[src/shared/bbt_pkg.sv]
package bbt_pkg;

	// ----------------------------------------------------------------
	// Bus geometry
	// ----------------------------------------------------------------
	localparam int ADDR_W = 34;
	localparam int BLOCK_W = 32;
	localparam int DATA_W = 32;
	localparam int BE_W = 4;
	localparam int WORDS = 4;

	localparam logic [1:0] WORD_FIRST = 2'h0;
	localparam logic [1:0] WORD_LAST = 2'h3;
	localparam logic [3:0] BYTES_ALL = 4'hF;
	localparam logic [3:0] MASK_FULL = 4'hF;
	localparam logic [3:0] MASK_NONE = 4'h0;

	// ----------------------------------------------------------------
	// Timing counts
	// ----------------------------------------------------------------
	// Read data is first sampled this many edges after the first accepted address
	localparam int RD_FIRST_SAMPLE = 2;
	localparam logic [1:0] RD_GAP = 2'(RD_FIRST_SAMPLE - 2);

	// ----------------------------------------------------------------
	// Write word buffer
	// ----------------------------------------------------------------
	localparam int BUF_DEPTH = 2;
	localparam logic [1:0] BUF_FULL = 2'h2;
	localparam logic [1:0] BUF_EMPTY = 2'h0;

	// ----------------------------------------------------------------
	// Types
	// ----------------------------------------------------------------
	typedef enum logic [1:0] {
		BBT_ST_IDLE = 2'b01,
		BBT_ST_RUN = 2'b10
	} bbt_state_type;

	typedef struct packed {
		logic is_write;
		logic instr;
		logic [BLOCK_W-1:0] block;
		logic [1:0] crit_word;
		logic [WORDS-1:0] word_mask;
		logic [BE_W-1:0] byte_en;
	} bbt_req_type;

	typedef struct packed {
		logic [ADDR_W-1:0] bus_word_address;
		logic [BE_W-1:0] bus_byte_enables;
		logic address_valid;
		logic instruction_fetch_flag;
		logic burst_indicator;
		logic first_of_burst_strobe;
		logic last_of_burst_strobe;
		logic write_indicator;
	} bbt_bus_type;

	typedef struct packed {
		logic valid;
		logic err;
		logic [1:0] index;
		logic [DATA_W-1:0] data;
	} bbt_ret_type;

	// Word index of step idx within a block
	function automatic logic [1:0] bbt_order(input logic [1:0] start, input logic [1:0] idx,
		input logic sub);
		return sub ? (start ^ idx) : 2'(start + idx);
	endfunction

endpackage

[src/logic/bbt_engine.sv]
`timescale 1ns/1ns
// Functional notes
// - read bursts: aligned 16-byte block, four words
// - order from critical word and sub-block select
// - start at critical word, sequential wraps upward
// - sub-block order is start XOR step
// - hold address until edge after ready
// - address valid while address is presented
// - fetch flag only for instruction bursts
// - burst indicator with every burst address
// - first strobe first address, last strobe last
// - read sampling starts two clocks after ready
// - capture word on each read-valid sample
// - burst write only for full block entry
// - burst write starts at word zero
// - write, burst, valid asserted during addresses
// - hold write word until write ready sampled
// - present address without waiting for ready
// - write indicator low reads, high writes
module bbt_engine (
	input wire logic clock_in,
	input wire logic rst_n_in,
	input wire logic req_valid_in,
	input wire bbt_pkg::bbt_req_type req_in,
	output logic req_ready_out,
	input wire logic wr_valid_in,
	input wire logic [bbt_pkg::DATA_W-1:0] wr_word_in,
	output logic wr_ready_out,
	output bbt_pkg::bbt_bus_type bus_ctl_out,
	output logic [bbt_pkg::DATA_W-1:0] write_data_bus_out,
	input wire logic address_accept_ready_in,
	input wire logic subblock_order_select_in,
	input wire logic [bbt_pkg::DATA_W-1:0] read_data_bus_in,
	input wire logic read_data_valid_in,
	input wire logic read_bus_error_in,
	input wire logic write_data_ready_in,
	input wire logic write_bus_error_in,
	output bbt_pkg::bbt_ret_type rd_ret_out,
	output logic wr_err_out,
	output logic busy_out
);
	import bbt_pkg::*;

	// ----------------------------------------------------------------
	// State
	// ----------------------------------------------------------------
	typedef struct packed {
		bbt_state_type state;
		logic busy;
		logic req_ready;
		logic is_write;
		logic is_burst;
		logic instr;
		logic sub_order;
		logic [BLOCK_W-1:0] block;
		logic [BE_W-1:0] byte_en;
		logic [WORDS-1:0] pend_mask;
		logic [1:0] start_word;
		logic [1:0] cur_word;
		logic [1:0] addr_cnt;
		logic addr_done;
		logic [1:0] data_cnt;
		logic data_done;
		logic wd_need;
		logic rd_armed;
		logic [1:0] rd_delay;
		logic rd_open;
		logic wr_err_watch;
		logic wr_err;
		bbt_bus_type bus;
		logic [DATA_W-1:0] wdata;
		bbt_ret_type rd_ret;
		logic [BUF_DEPTH-1:0][DATA_W-1:0] mem;
		logic rd_ptr;
		logic wr_ptr;
		logic [1:0] buf_count;
		logic buf_ready;
	} bbt_engine_state_type;

	bbt_engine_state_type s;
	bbt_engine_state_type next_s;
	logic launch;
	logic issue;
	logic [1:0] issue_word;
	logic pop;
	logic push;
	logic [WORDS-1:0] remain;

	function automatic logic [1:0] lowest_word(input logic [WORDS-1:0] mask);
		logic [1:0] w;
		w = WORD_FIRST;
		for (int i = WORDS - 1; i >= 0; i--) begin
			if (mask[i]) begin
				w = 2'(i);
			end
		end
		return w;
	endfunction

	// ----------------------------------------------------------------
	// Next state
	// ----------------------------------------------------------------
	always_comb begin
		next_s = s;
		launch = 1'b0;
		issue = 1'b0;
		issue_word = WORD_FIRST;
		pop = 1'b0;
		remain = MASK_NONE;
		push = wr_valid_in && s.buf_ready;
		next_s.rd_ret.valid = 1'b0;
		next_s.rd_ret.err = 1'b0;
		next_s.wr_err = 1'b0;
		// Error for a write word is presented one clock after its ready
		if (s.wr_err_watch) begin
			next_s.wr_err = write_bus_error_in;
			next_s.wr_err_watch = 1'b0;
		end
		case (s.state)
			BBT_ST_IDLE: begin
				// A write waits until its first word sits in the buffer
				if (req_valid_in && s.req_ready && (!req_in.is_write || s.buf_count != BUF_EMPTY)) begin
					launch = 1'b1;
					next_s.state = BBT_ST_RUN;
					next_s.is_write = req_in.is_write;
					next_s.is_burst = !req_in.is_write || req_in.word_mask == MASK_FULL;
					next_s.instr = !req_in.is_write && req_in.instr;
					next_s.sub_order = !req_in.is_write && subblock_order_select_in;
					next_s.block = req_in.block;
					next_s.byte_en = req_in.byte_en;
					next_s.pend_mask = req_in.word_mask;
					if (!req_in.is_write) begin
						next_s.start_word = req_in.crit_word;
					end else if (req_in.word_mask == MASK_FULL) begin
						next_s.start_word = WORD_FIRST;
					end else begin
						next_s.start_word = lowest_word(req_in.word_mask);
					end
					issue = 1'b1;
					issue_word = next_s.start_word;
				end
			end
			BBT_ST_RUN: begin
				// Address phase
				if (s.bus.address_valid && address_accept_ready_in) begin
					if (!s.is_write && s.addr_cnt == WORD_FIRST) begin
						next_s.rd_armed = 1'b1;
						next_s.rd_delay = RD_GAP;
					end
					if (s.is_burst && s.addr_cnt != WORD_LAST) begin
						next_s.addr_cnt = 2'(s.addr_cnt + 2'h1);
						next_s.bus.bus_word_address = {s.block,
							bbt_order(s.start_word, next_s.addr_cnt, s.sub_order)};
						next_s.bus.first_of_burst_strobe = 1'b0;
						next_s.bus.last_of_burst_strobe = next_s.addr_cnt == WORD_LAST;
					end else begin
						next_s.addr_done = 1'b1;
						next_s.bus.address_valid = 1'b0;
						next_s.bus.burst_indicator = 1'b0;
						next_s.bus.first_of_burst_strobe = 1'b0;
						next_s.bus.last_of_burst_strobe = 1'b0;
						next_s.bus.instruction_fetch_flag = 1'b0;
					end
				end
				// Read data window opens on the second edge after the first accept
				if (s.rd_armed) begin
					if (s.rd_delay == RD_GAP - RD_GAP) begin
						next_s.rd_open = 1'b1;
						next_s.rd_armed = 1'b0;
					end else begin
						next_s.rd_delay = 2'(s.rd_delay - 2'h1);
					end
				end
				if (s.rd_open && read_data_valid_in) begin
					next_s.rd_ret.valid = 1'b1;
					next_s.rd_ret.err = read_bus_error_in;
					next_s.rd_ret.data = read_data_bus_in;
					next_s.rd_ret.index = bbt_order(s.start_word, s.data_cnt, s.sub_order);
					if (s.data_cnt == WORD_LAST) begin
						next_s.data_done = 1'b1;
						next_s.rd_open = 1'b0;
					end else begin
						next_s.data_cnt = 2'(s.data_cnt + 2'h1);
					end
				end
				// Write data: a starved buffer stalls the word rather than repeat one
				if (s.is_write && s.wd_need && s.buf_count != BUF_EMPTY) begin
					next_s.wdata = s.mem[s.rd_ptr];
					next_s.wd_need = 1'b0;
					pop = 1'b1;
				end else if (s.is_write && !s.data_done && !s.wd_need && write_data_ready_in) begin
					next_s.wr_err_watch = 1'b1;
					if (s.is_burst && s.data_cnt != WORD_LAST) begin
						next_s.data_cnt = 2'(s.data_cnt + 2'h1);
						if (s.buf_count != BUF_EMPTY) begin
							next_s.wdata = s.mem[s.rd_ptr];
							pop = 1'b1;
						end else begin
							next_s.wd_need = 1'b1;
						end
					end else begin
						next_s.data_done = 1'b1;
					end
				end
				// Completion, or the next single write of a partial entry
				if (next_s.addr_done && next_s.data_done) begin
					remain = s.pend_mask;
					if (s.is_write && !s.is_burst) begin
						remain[s.cur_word] = 1'b0;
					end
					next_s.pend_mask = remain;
					if (s.is_write && !s.is_burst && remain != MASK_NONE) begin
						if (s.buf_count != BUF_EMPTY && !pop) begin
							issue = 1'b1;
							issue_word = lowest_word(remain);
						end
					end else begin
						next_s.state = BBT_ST_IDLE;
						next_s.pend_mask = MASK_NONE;
					end
				end
			end
			default: begin
				next_s.state = BBT_ST_IDLE;
			end
		endcase
		// Present an address at once, whatever the ready input shows
		if (issue) begin
			next_s.cur_word = issue_word;
			next_s.addr_cnt = WORD_FIRST;
			next_s.data_cnt = WORD_FIRST;
			next_s.addr_done = 1'b0;
			next_s.data_done = !next_s.is_write && !next_s.is_burst;
			next_s.wd_need = 1'b0;
			next_s.rd_armed = 1'b0;
			next_s.rd_open = 1'b0;
			next_s.bus.bus_word_address = {next_s.block, issue_word};
			next_s.bus.bus_byte_enables = next_s.is_burst ? BYTES_ALL : next_s.byte_en;
			next_s.bus.address_valid = 1'b1;
			next_s.bus.burst_indicator = next_s.is_burst;
			next_s.bus.first_of_burst_strobe = next_s.is_burst;
			next_s.bus.last_of_burst_strobe = 1'b0;
			next_s.bus.write_indicator = next_s.is_write;
			next_s.bus.instruction_fetch_flag = next_s.instr;
			if (next_s.is_write) begin
				next_s.wdata = s.mem[s.rd_ptr];
				pop = 1'b1;
			end
		end
		// Two-entry write word buffer
		if (pop) begin
			next_s.rd_ptr = ~s.rd_ptr;
		end
		if (push) begin
			next_s.mem[s.wr_ptr] = wr_word_in;
			next_s.wr_ptr = ~s.wr_ptr;
		end
		if (push && !pop) begin
			next_s.buf_count = 2'(s.buf_count + 2'h1);
		end else if (pop && !push) begin
			next_s.buf_count = 2'(s.buf_count - 2'h1);
		end
		next_s.buf_ready = next_s.buf_count != BUF_FULL;
		next_s.req_ready = next_s.state == BBT_ST_IDLE;
		next_s.busy = next_s.state == BBT_ST_RUN;
	end

	always_ff @(posedge clock_in or negedge rst_n_in) begin
		if (!rst_n_in) begin
			s <= '0;
			s.state <= BBT_ST_IDLE;
		end else begin
			s <= next_s;
		end
	end

	assign req_ready_out = s.req_ready;
	assign wr_ready_out = s.buf_ready;
	assign bus_ctl_out = s.bus;
	assign write_data_bus_out = s.wdata;
	assign rd_ret_out = s.rd_ret;
	assign wr_err_out = s.wr_err;
	assign busy_out = s.busy;
endmodule

[config.mk]
export PLATFORM = sky130hd
export DESIGN_NAME = bbt_engine
export DESIGN_NICKNAME = d
export VERILOG_FILES = /design/src/shared/bbt_pkg.sv /design/src/logic/bbt_engine.sv
export SDC_FILE = /design/constraint.sdc
export NUM_CORES = 1
export LEC_CHECK = 0
export ABC_AREA = 1
export BUFFER_PORTS_ARGS = -buffer_cell sky130_fd_sc_hd__buf_2
export CAP_MARGIN = 20
export CELL_PAD_IN_SITES_DETAIL_PLACEMENT = 2
export CELL_PAD_IN_SITES_GLOBAL_PLACEMENT = 2
export CORE_UTILIZATION = 30
export CTS_CLUSTER_SIZE = 12
export DETAILED_ROUTE_END_ITERATION = 12
export PLACE_DENSITY = 0.78
export SKIP_LAST_GASP = 1
export SLEW_MARGIN = 0
export SYNTH_ARGS = -nofsm -noshare
export SYNTH_HDL_FRONTEND = slang
export SYNTH_SLANG_ARGS = --single-unit
[constraint.sdc]
create_clock -name clock_in -period 1.8 [get_ports clock_in]
set_clock_uncertainty 0.05 [all_clocks]
set_input_delay 0.36 -clock clock_in [delete_from_list [all_inputs] [get_ports clock_in]]
set_output_delay 0.36 -clock clock_in [all_outputs]
set_load 0.02 [all_outputs]
---- Word-level counts from Yosys, hierarchy flattened ----
Index checks and enable logic that the tools add are counted.
operators by class
  add/sub/neg operators ................... 7
  order comparisons ....................... 5
  equality and inequality tests ........... 14
  mux-type cells .......................... 96
  bitwise logic cells ..................... 6
  reductions and logical operators ........ 53
operator list
  operator            count
  $mux 32             8
  $mux 34             3
  $mux 76             1
  $mux 68             1
  $bwmux 64           1
  $mux 2              25
  $mux 46             1
  $mux 40             1
  $mux 36             1
  $demux 32 s1        1
  $mux 4              8
  $mux 1              28
  $logic_and 1x1->1   24
  $mux 3              8
  $mux 12             1
  $ne 2x2->1 const B  6
  $logic_not 1->1     10
  $mux 5              2
  $reduce_bool 2->1   5
  $reduce_and 3->1    3
  $eq 2x2->1 const B  4
  $mux 8              1
  $pmux 2 s2          2
  $pmux 4 s2          1
  22 further kinds    35
storage, ports and cells
  register bits after elaboration ......... 246
  bits of input ports ..................... 118
  logic and storage cells ................. 222

---- Longest topological paths before layout ----
Gate-level depths: netlist (run 1).
  depth in word-level cells ............... 20
  depth in mapped cells ................... 16
  mapped depth without buffers ............ 16

---- Worst setup path before layout (run 1) ----
Ideal clock, no wire load.
  path kind ............................... flip-flop to flip-flop
  start ................................... register s[244] in the netlist's numbering
  end ..................................... register s (netlist bit write_data_bus_out[24])
  library setup time ...................... 0.122 ns
  arrival time ............................ 1.789 ns
  setup slack ............................. -0.161 ns
  cell stages (with the launch flop) ...... 16
  path through ............................ dfstp_2 inv_1 ha_1 buf_4 inv_2 nor2_1 nand3_1 nor2_1 nand3_2 nand2_2 nand3_2 nand2_2 buf_6 buf_8 nor2_2 a21oi_2
RTL lines
  what                      RTL line           source
  start: declaration        bbt_engine.sv:80   bbt_engine_state_type s;
  start signal: assignment  bbt_engine.sv:273  s <= next_s;

---- Final worst setup path (run 1) ----
  start ................................... register s[241] in the netlist's numbering
  end ..................................... register s (netlist bit bus_ctl_out[7])
between the ends
  longest elaborated chain between the ends .. 12
ends and longest elaborated chain
  what                             RTL line           source
  $logic_and 1x1->1 (3 in series)  bbt_engine.sv:191  end else if (s.is_write && !s.data_done && !s.wd_need && write_data_ready_in) begin
  $mux 1                           bbt_engine.sv:191
  $mux 1                           bbt_engine.sv:187  if (s.is_write && s.wd_need && s.buf_count != BUF_EMPTY) begin
  $mux 1                           bbt_engine.sv:119  case (s.state)
  $logic_not 1->1                  bbt_engine.sv:213  if (s.buf_count != BUF_EMPTY && !pop) begin
  $logic_and 1x1->1                bbt_engine.sv:213
  $mux 1                           bbt_engine.sv:213
  $mux 1                           bbt_engine.sv:212  if (s.is_write && !s.is_burst && remain != MASK_NONE) begin
  $mux 1 *                         bbt_engine.sv:206  if (next_s.addr_done && next_s.data_done) begin
  $pmux 1 s2 *                     bbt_engine.sv:119
Every way passes the cells marked *; elsewhere a longest branch is shown, timed or not. The select of a mux whose other input is x is not followed.
A chain may end at the register's enable or synchronous reset.

==> flow_summary.ini, run 1 <==
[run_status]
status = complete, but fails checks
violations = setup timing

[timing]
setup_viol = 97
setup_ws_ps = -368
slew_headroom = 0.682
min_period_ps = 2170
period_share = 1.20
worst_pin_slew_ps = 476
slew_viol_final = 0
fmax_mhz = 461
hold_violations = 0
rsz0062_at_grt = true

[job]
cap_violations = 0

[setup_path]
regToRegSetupSlack_ps = -370
crit_type = reg -> reg
crit_end = bus_ctl_out[7]
crit_chain = inv_2 > nor2_4 > buf_4 > buf_4 > buf_4 > nand3_4 > nand2_4 > nand2_8 > clkbuf_16 > buf_12 > o21ai_0
path_buf_inv = 6
crit_top_cell = buf_4
r2r_cells = 11
timing.critical_path.from = s[241]
cp_top_family = buffers and inverters
max_stage_delay_ps = 400
end_kind = register
cp_max_fo = 7
start_kind = register
path_depth = 11
cp_slowest_cell = dfrtp_1
worstPathArrival_ps = 2570
r2r_start = s[241]
cp.required_ps = 2200
reg2reg_to = bus_ctl_out[7]

[layout]
syn_to_final_growth_pct = 42.1
nets = 1709
multi_input_area_sq_mm = 0.00460
final_core_util = 0.433
seq_area_sq_mm = 0.00616
drive_gt1_frac = 0.394
n_fill_cell = 3973

[floorplanning]
dieArea_sq_mm = 0.0390
num_rows = 71
start_util = 0.305
die_w_microns = 197
die_h_microns = 197
ios = 234
core_sq_mm = 0.0376

[pwr]
leakage_nw = 8.31
ir_worst_vdd_mv = 0.732
powerDensity_mw_per_mm2 = 1680

[place]
pre_cts_ws_ps = -400
numPortBuffers = 233
dp_hpwl_microns = 24400
place_congestion = 0.778

[synthesis]
synth.distinct_cells = 36
synth_seq_cells = 246
synth_nets = 1407
ys.flop_type = dfrtp_1
ys_async_sr_fraction = 1.00
synth_edf_count = 0
avgSynthCellArea_sq_um = 8.96
synth_warnings = 0
synth_area_sq_mm = 0.0115
synth_seq_area_share = 0.538
syn_inst = 1278

[global_routing]
grt-ovfl-total = 0
grt.total_usage = 0.197
antenna_found_initial = 2
grt_pass1_vias = 11000
grt_max_degree = 76
grt_pass1_wl_microns = 60900

[detailed_routing]
ant_nets = 0
avgViaCountPerCell = 4.72
wire_per_inst_microns = 20.7
first_pass_iters = 4
drt_iter0_drc = 290
vias = 9979
drt_wl_total_microns = 43700
drc_errors = 0

[clock_tree]
cts_sinks = 246
clk_pin_slew_worst_paths_ps = 70
cts_buffer_depth = 3
cts_root_buffer = clkbuf_16
htree_levels = 1
cts_made_buffers = 29
cts_tree = done
clock_latency_ps = 550

[min_path]
worstHoldPathType = in -> reg
## worst min-delay path: stages
cell and delay (ps):
buf_2 90, nand2_1 50, nand2_1 80
## cell usage in the layout, fill, tap and decap left out, types with 4 or more instances in the layout
| cell | n |
|---|---|
| clkbuf_1 | 7 |
| nor2_2 | 12 |
| o21ai_0 | 73 |
| clkbuf_8 | 9 |
| dlygate4sd3_1 | 59 |
| a21oi_2 | 30 |
| buf_6 | 19 |
| a21oi_1 | 12 |
| buf_2 | 232 |
| dfrtp_1 | 243 |
| o21ai_2 | 5 |
| a31oi_1 | 4 |
| ha_1 | 7 |
| clkinv_2 | 6 |
| nand3_2 | 42 |
| buf_12 | 31 |
| nor2_4 | 17 |
| nor2_1 | 44 |
| clkbuf_16 | 41 |
| nand2_2 | 29 |
| mux2i_1 | 32 |
| o21ai_1 | 6 |
| buf_4 | 85 |
| nand2_1 | 337 |
| nand2_4 | 15 |
| nand3_1 | 69 |
| ha_4 | 4 |
| inv_1 | 63 |
| inv_2 | 14 |
| nand3_4 | 11 |
## timing repair
action / 4_1_cts / 5_1_grt
hold buffers: 59 / 0
cloned: 5 / 16
gates resized for setup: 49 / 171
endpoints found under the setup margin: 116 / 157
hold endpoints to repair: 258 / 0
pin swaps: 10 / 48
setup buffers: 12 / 24
## synthesized netlist by cell type (6+ instances only)
library cell	count	area share
buf_2	9	0.0039
a21oi_1	12	0.0052
nand2_1	381	0.12
nor2_1	53	0.017
buf_4	122	0.080
ha_1	11	0.012
mux2i_1	32	0.028
a21oi_2	32	0.024
dfrtp_1	245	0.54
nor2_2	18	0.0098
o21ai_0	86	0.038
nand3_1	120	0.052
inv_1	76	0.025
clkbuf_1	35	0.011
inv_2	6	0.0020
## cells by family after synthesis
logic type / share of synthesized area
compound gates: 0.0771
xor+xnor: 0.00306
fa+ha+maj: 0.0120
buf+inv: 0.129
flops: 0.538
mux: 0.0290
simple gates: 0.212
## registers in the layout, indices dropped and copies added, names as in the netlist, named ones only
name,count
s,128
bus_ctl_out,44
rd_ret_out,36
write_data_bus_out,32
busy_out,1
req_ready_out,1
wr_err_out,1
wr_ready_out,1
## layer usage
metal,vias up,GRT usage,part of all wire
li1,4575,-,-
met1,5111,0.238,0.41
met2,233,0.357,0.52
met3,60,0.0365,0.046
met4,0,0.0477,0.022
met5,-,0,0
## cell type report
class	count	share of cell area
antenna	2	0.000308
clock buffer	45	0.0538
clock inverter	8	0.00277
inverter	83	0.0208
multi-input combinational	777	0.283
sequential	246	0.378
tap	511	0.0393
timing repair buffer	442	0.221
timing repair inverter	1	0.000692
## per-stage QoR
stage               power, mW  std cells  area [sq um]  TNS, ps  hold WS [ps]
floorplan                15.6       1278         11500    -3820          14.4
global placement         17.9       1950         13300   -13440           178
detailed placement       18.6       1950         13300   -23990           174
CTS                      25.3       2079         15200   -15570          1.24
global route             28.9       2115         16300   -34660          5.25
finish                   27.3       2115         16300   -26820          19.8
## power by group
part	switching, mW	internal [mW]
combinational	7.08	5.12
clock	2.41	3.32
sequential	1.67	7.69
## how the worst min path moves through the flow
| stage | end | startpoint | slack (ps) | depth (start not counted) |
|---|---|---|---|---|
| final | s[228] | req_in[32] | 20 | 3 |
| after global routing | s[228] | req_in[32] | 5 | 3 |
| after CTS | s[229] | req_in[33] | 1 | 3 |
| after detailed placement | write_data_bus_out[9] | rst_n_in | 170 | 1 |
| after global placement | write_data_bus_out[9] | rst_n_in | 180 | 1 |
| after floorplan | async pin | rst_n_in | 10 | 0 |
(Power assumes the default switching activity.)
==> run 2, diff against run 1 <==
--- a/config.mk
+++ b/config.mk
@@ -6,14 +6,14 @@
 export NUM_CORES = 1
 export LEC_CHECK = 0
 export ABC_AREA = 1
-export BUFFER_PORTS_ARGS = -buffer_cell sky130_fd_sc_hd__buf_2
 export CAP_MARGIN = 20
 export CELL_PAD_IN_SITES_DETAIL_PLACEMENT = 2
 export CELL_PAD_IN_SITES_GLOBAL_PLACEMENT = 2
-export CORE_UTILIZATION = 30
+export CORE_UTILIZATION = 34
 export CTS_CLUSTER_SIZE = 12
 export DETAILED_ROUTE_END_ITERATION = 12
-export PLACE_DENSITY = 0.78
+export DONT_BUFFER_PORTS = 1
+export PLACE_DENSITY = 0.77
 export SKIP_LAST_GASP = 1
 export SLEW_MARGIN = 0
 export SYNTH_ARGS = -nofsm -noshare
==> run 2 against run 1 <==
Against the previous run:
- the flow finishes with violations (hold timing, setup timing)
- die area fell by 12%
- total power fell by 7.6%
- fmax fell by 2.4%
- count of clock-buffer cells in the layout rose by 2
- hold slack got worse by 560 ps
==> flow_summary.ini, run 2 (synthesis gave the netlist of run 1 again) <==
[run_status]
status = complete, but fails checks
violations = hold timing, setup timing

[timing]
slew_viol_final = 0
whs_ps = -542
setup_ws_ps = -421
rsz0062_at_grt = true
worst_pin_slew_ps = 865
hold_violations = 246
fmax_mhz = 450
setup_viol = 130
slew_headroom = 0.423
setup-tns-final_ps = -32090
min_period_ps = 2220
period_share = 1.23

[global_routing]
grt_pass1_vias = 10300
grt-ovfl-total = 0
grt_max_degree = 247
antenna_found_initial = 1
grt.total_usage = 0.209
grt_pass1_wl_microns = 56400

[detailed_routing]
first_pass_iters = 4
avgViaCountPerCell = 4.97
wire_per_inst_microns = 20.7
vias = 9074
ant_nets = 0
drt_wl_total_microns = 37800
drt_iter0_drc = 295
drc_errors = 0

[clock_tree]
clk_pin_slew_worst_paths_ps = 60
cts_hold_buf = 110
cts_root_buffer = clkbuf_16
cts_tree = done
htree_levels = 1
cts_made_buffers = 30
cts_sinks = 246
cts_buffer_depth = 3
clock_latency_ps = 540

[setup_path]
r2r_cells = 14
start_kind = register
r2r_start = s[241]
cp.required_ps = 2210
reg2reg_to = write_data_bus_out[17]
crit_type = reg -> reg
end_kind = register
cp_max_fo = 8
regToRegSetupSlack_ps = -420
worstPathArrival_ps = 2630
timing.critical_path.from = s[241]

[pwr]
leakage_nw = 7.10
finalPower_mw = 25.2
ir_worst_vdd_mv = 0.803
powerDensity_mw_per_mm2 = 1720

[floorplanning]
die_w_microns = 186
num_rows = 66
ios = 234
core_sq_mm = 0.0329
start_util = 0.348
die_h_microns = 186
dieArea_sq_mm = 0.0344

[layout]
n_fill_cell = 3453
multi_input_area_sq_mm = 0.00432
regMostFlops = s
mostFrequentLayoutCells = 339 x nand2_1, 243 x dfrtp_1, 114 x nand3_1, 110 x dlygate4sd3_1
nets = 1490
syn_to_final_growth_pct = 28.3
seq_area_sq_mm = 0.00616
drive_gt1_frac = 0.232
layout_commonest_cell = nand2_1
largest_reg_flops = 128
final_core_util = 0.447

[place]
place_congestion = 0.792
dp_hpwl_microns = 21100
numPortBuffers = 0

[min_path]
worstHoldPathType = in -> async

[job]
cap_violations = 0
==> run 2: cell types whose count changed in the layout (fill, tap and decap cells not counted), moves of 11 or more <==
cell,delta
buf_12,-13
buf_2,-232
buf_4,-11
dlygate4sd3_1,+51
nand3_1,+45
nand3_2,-38
==> run 2: cell type report <==
type / count / share of cell area
sequential: 246 / 0.419
multi-input combinational: 777 / 0.294
timing repair buffer: 223 / 0.164
clock buffer: 47 / 0.0596
tap: 442 / 0.0376
inverter: 83 / 0.0217
clock inverter: 5 / 0.00358
antenna: 1 / 0.000170
==> run 2: how the worst max path moves through the flow <==
stage                                         to  depth (start not counted)
after global placement              wr_ready_out                         14
after global routing      write_data_bus_out[17]                         14
after floorplan           write_data_bus_out[14]                         15
final                     write_data_bus_out[17]                         14
after CTS                  write_data_bus_out[7]                         12
after detailed placement            wr_ready_out                         13
==> run 2: report_power, final <==
part / internal [mW] / switching [mW] / leakage [nW]
logic: 3.90 / 5.09 / 3.53
registers: 7.68 / 2.77 / 3.12
clock network: 3.44 / 2.35 / 0.451
==> run 2: critical path: stages, from the launching register on <==
cell	delay, ps
dfrtp_1	400
inv_2	80
nor2_4	240
nand2_2	90
nand2_1	100
nand2_1	80
inv_1	130
nand2_4	90
nand3_4	100
nand2_4	80
nand3_4	100
nand2_8	130
buf_8	190
buf_16	140
a21oi_4	120
==> run 2: metrics by stage <==
stage | setup WS (ps) | std cells | cell area, sq um | hold slack [ps]
after global placement | -300 | 1632 | 11800 | 20.4
final | -421 | 1824 | 14700 | -542
after detailed placement | -337 | 1632 | 11800 | 19.9
after CTS | -248 | 1812 | 14300 | -569
after floorplan | -107 | 1278 | 11500 | 14.4
after global routing | -503 | 1824 | 14700 | -572
==> run 2: metal layers <==
layer  vias up  track usage  part of all wire
met5         -            0                 0
met4         0       0.0519             0.023
met3        61       0.0520             0.067
met2       240        0.381              0.51
met1      4634        0.245              0.40
li1       4139            -                 -
==> run 2: what timing repair did <==
action	CTS	global route
resized for setup	62	91
setup buffers	13	10
endpoints found under the hold margin	387	246
pin swaps	7	19
cloned	5	4
endpoints found under the setup margin	145	166
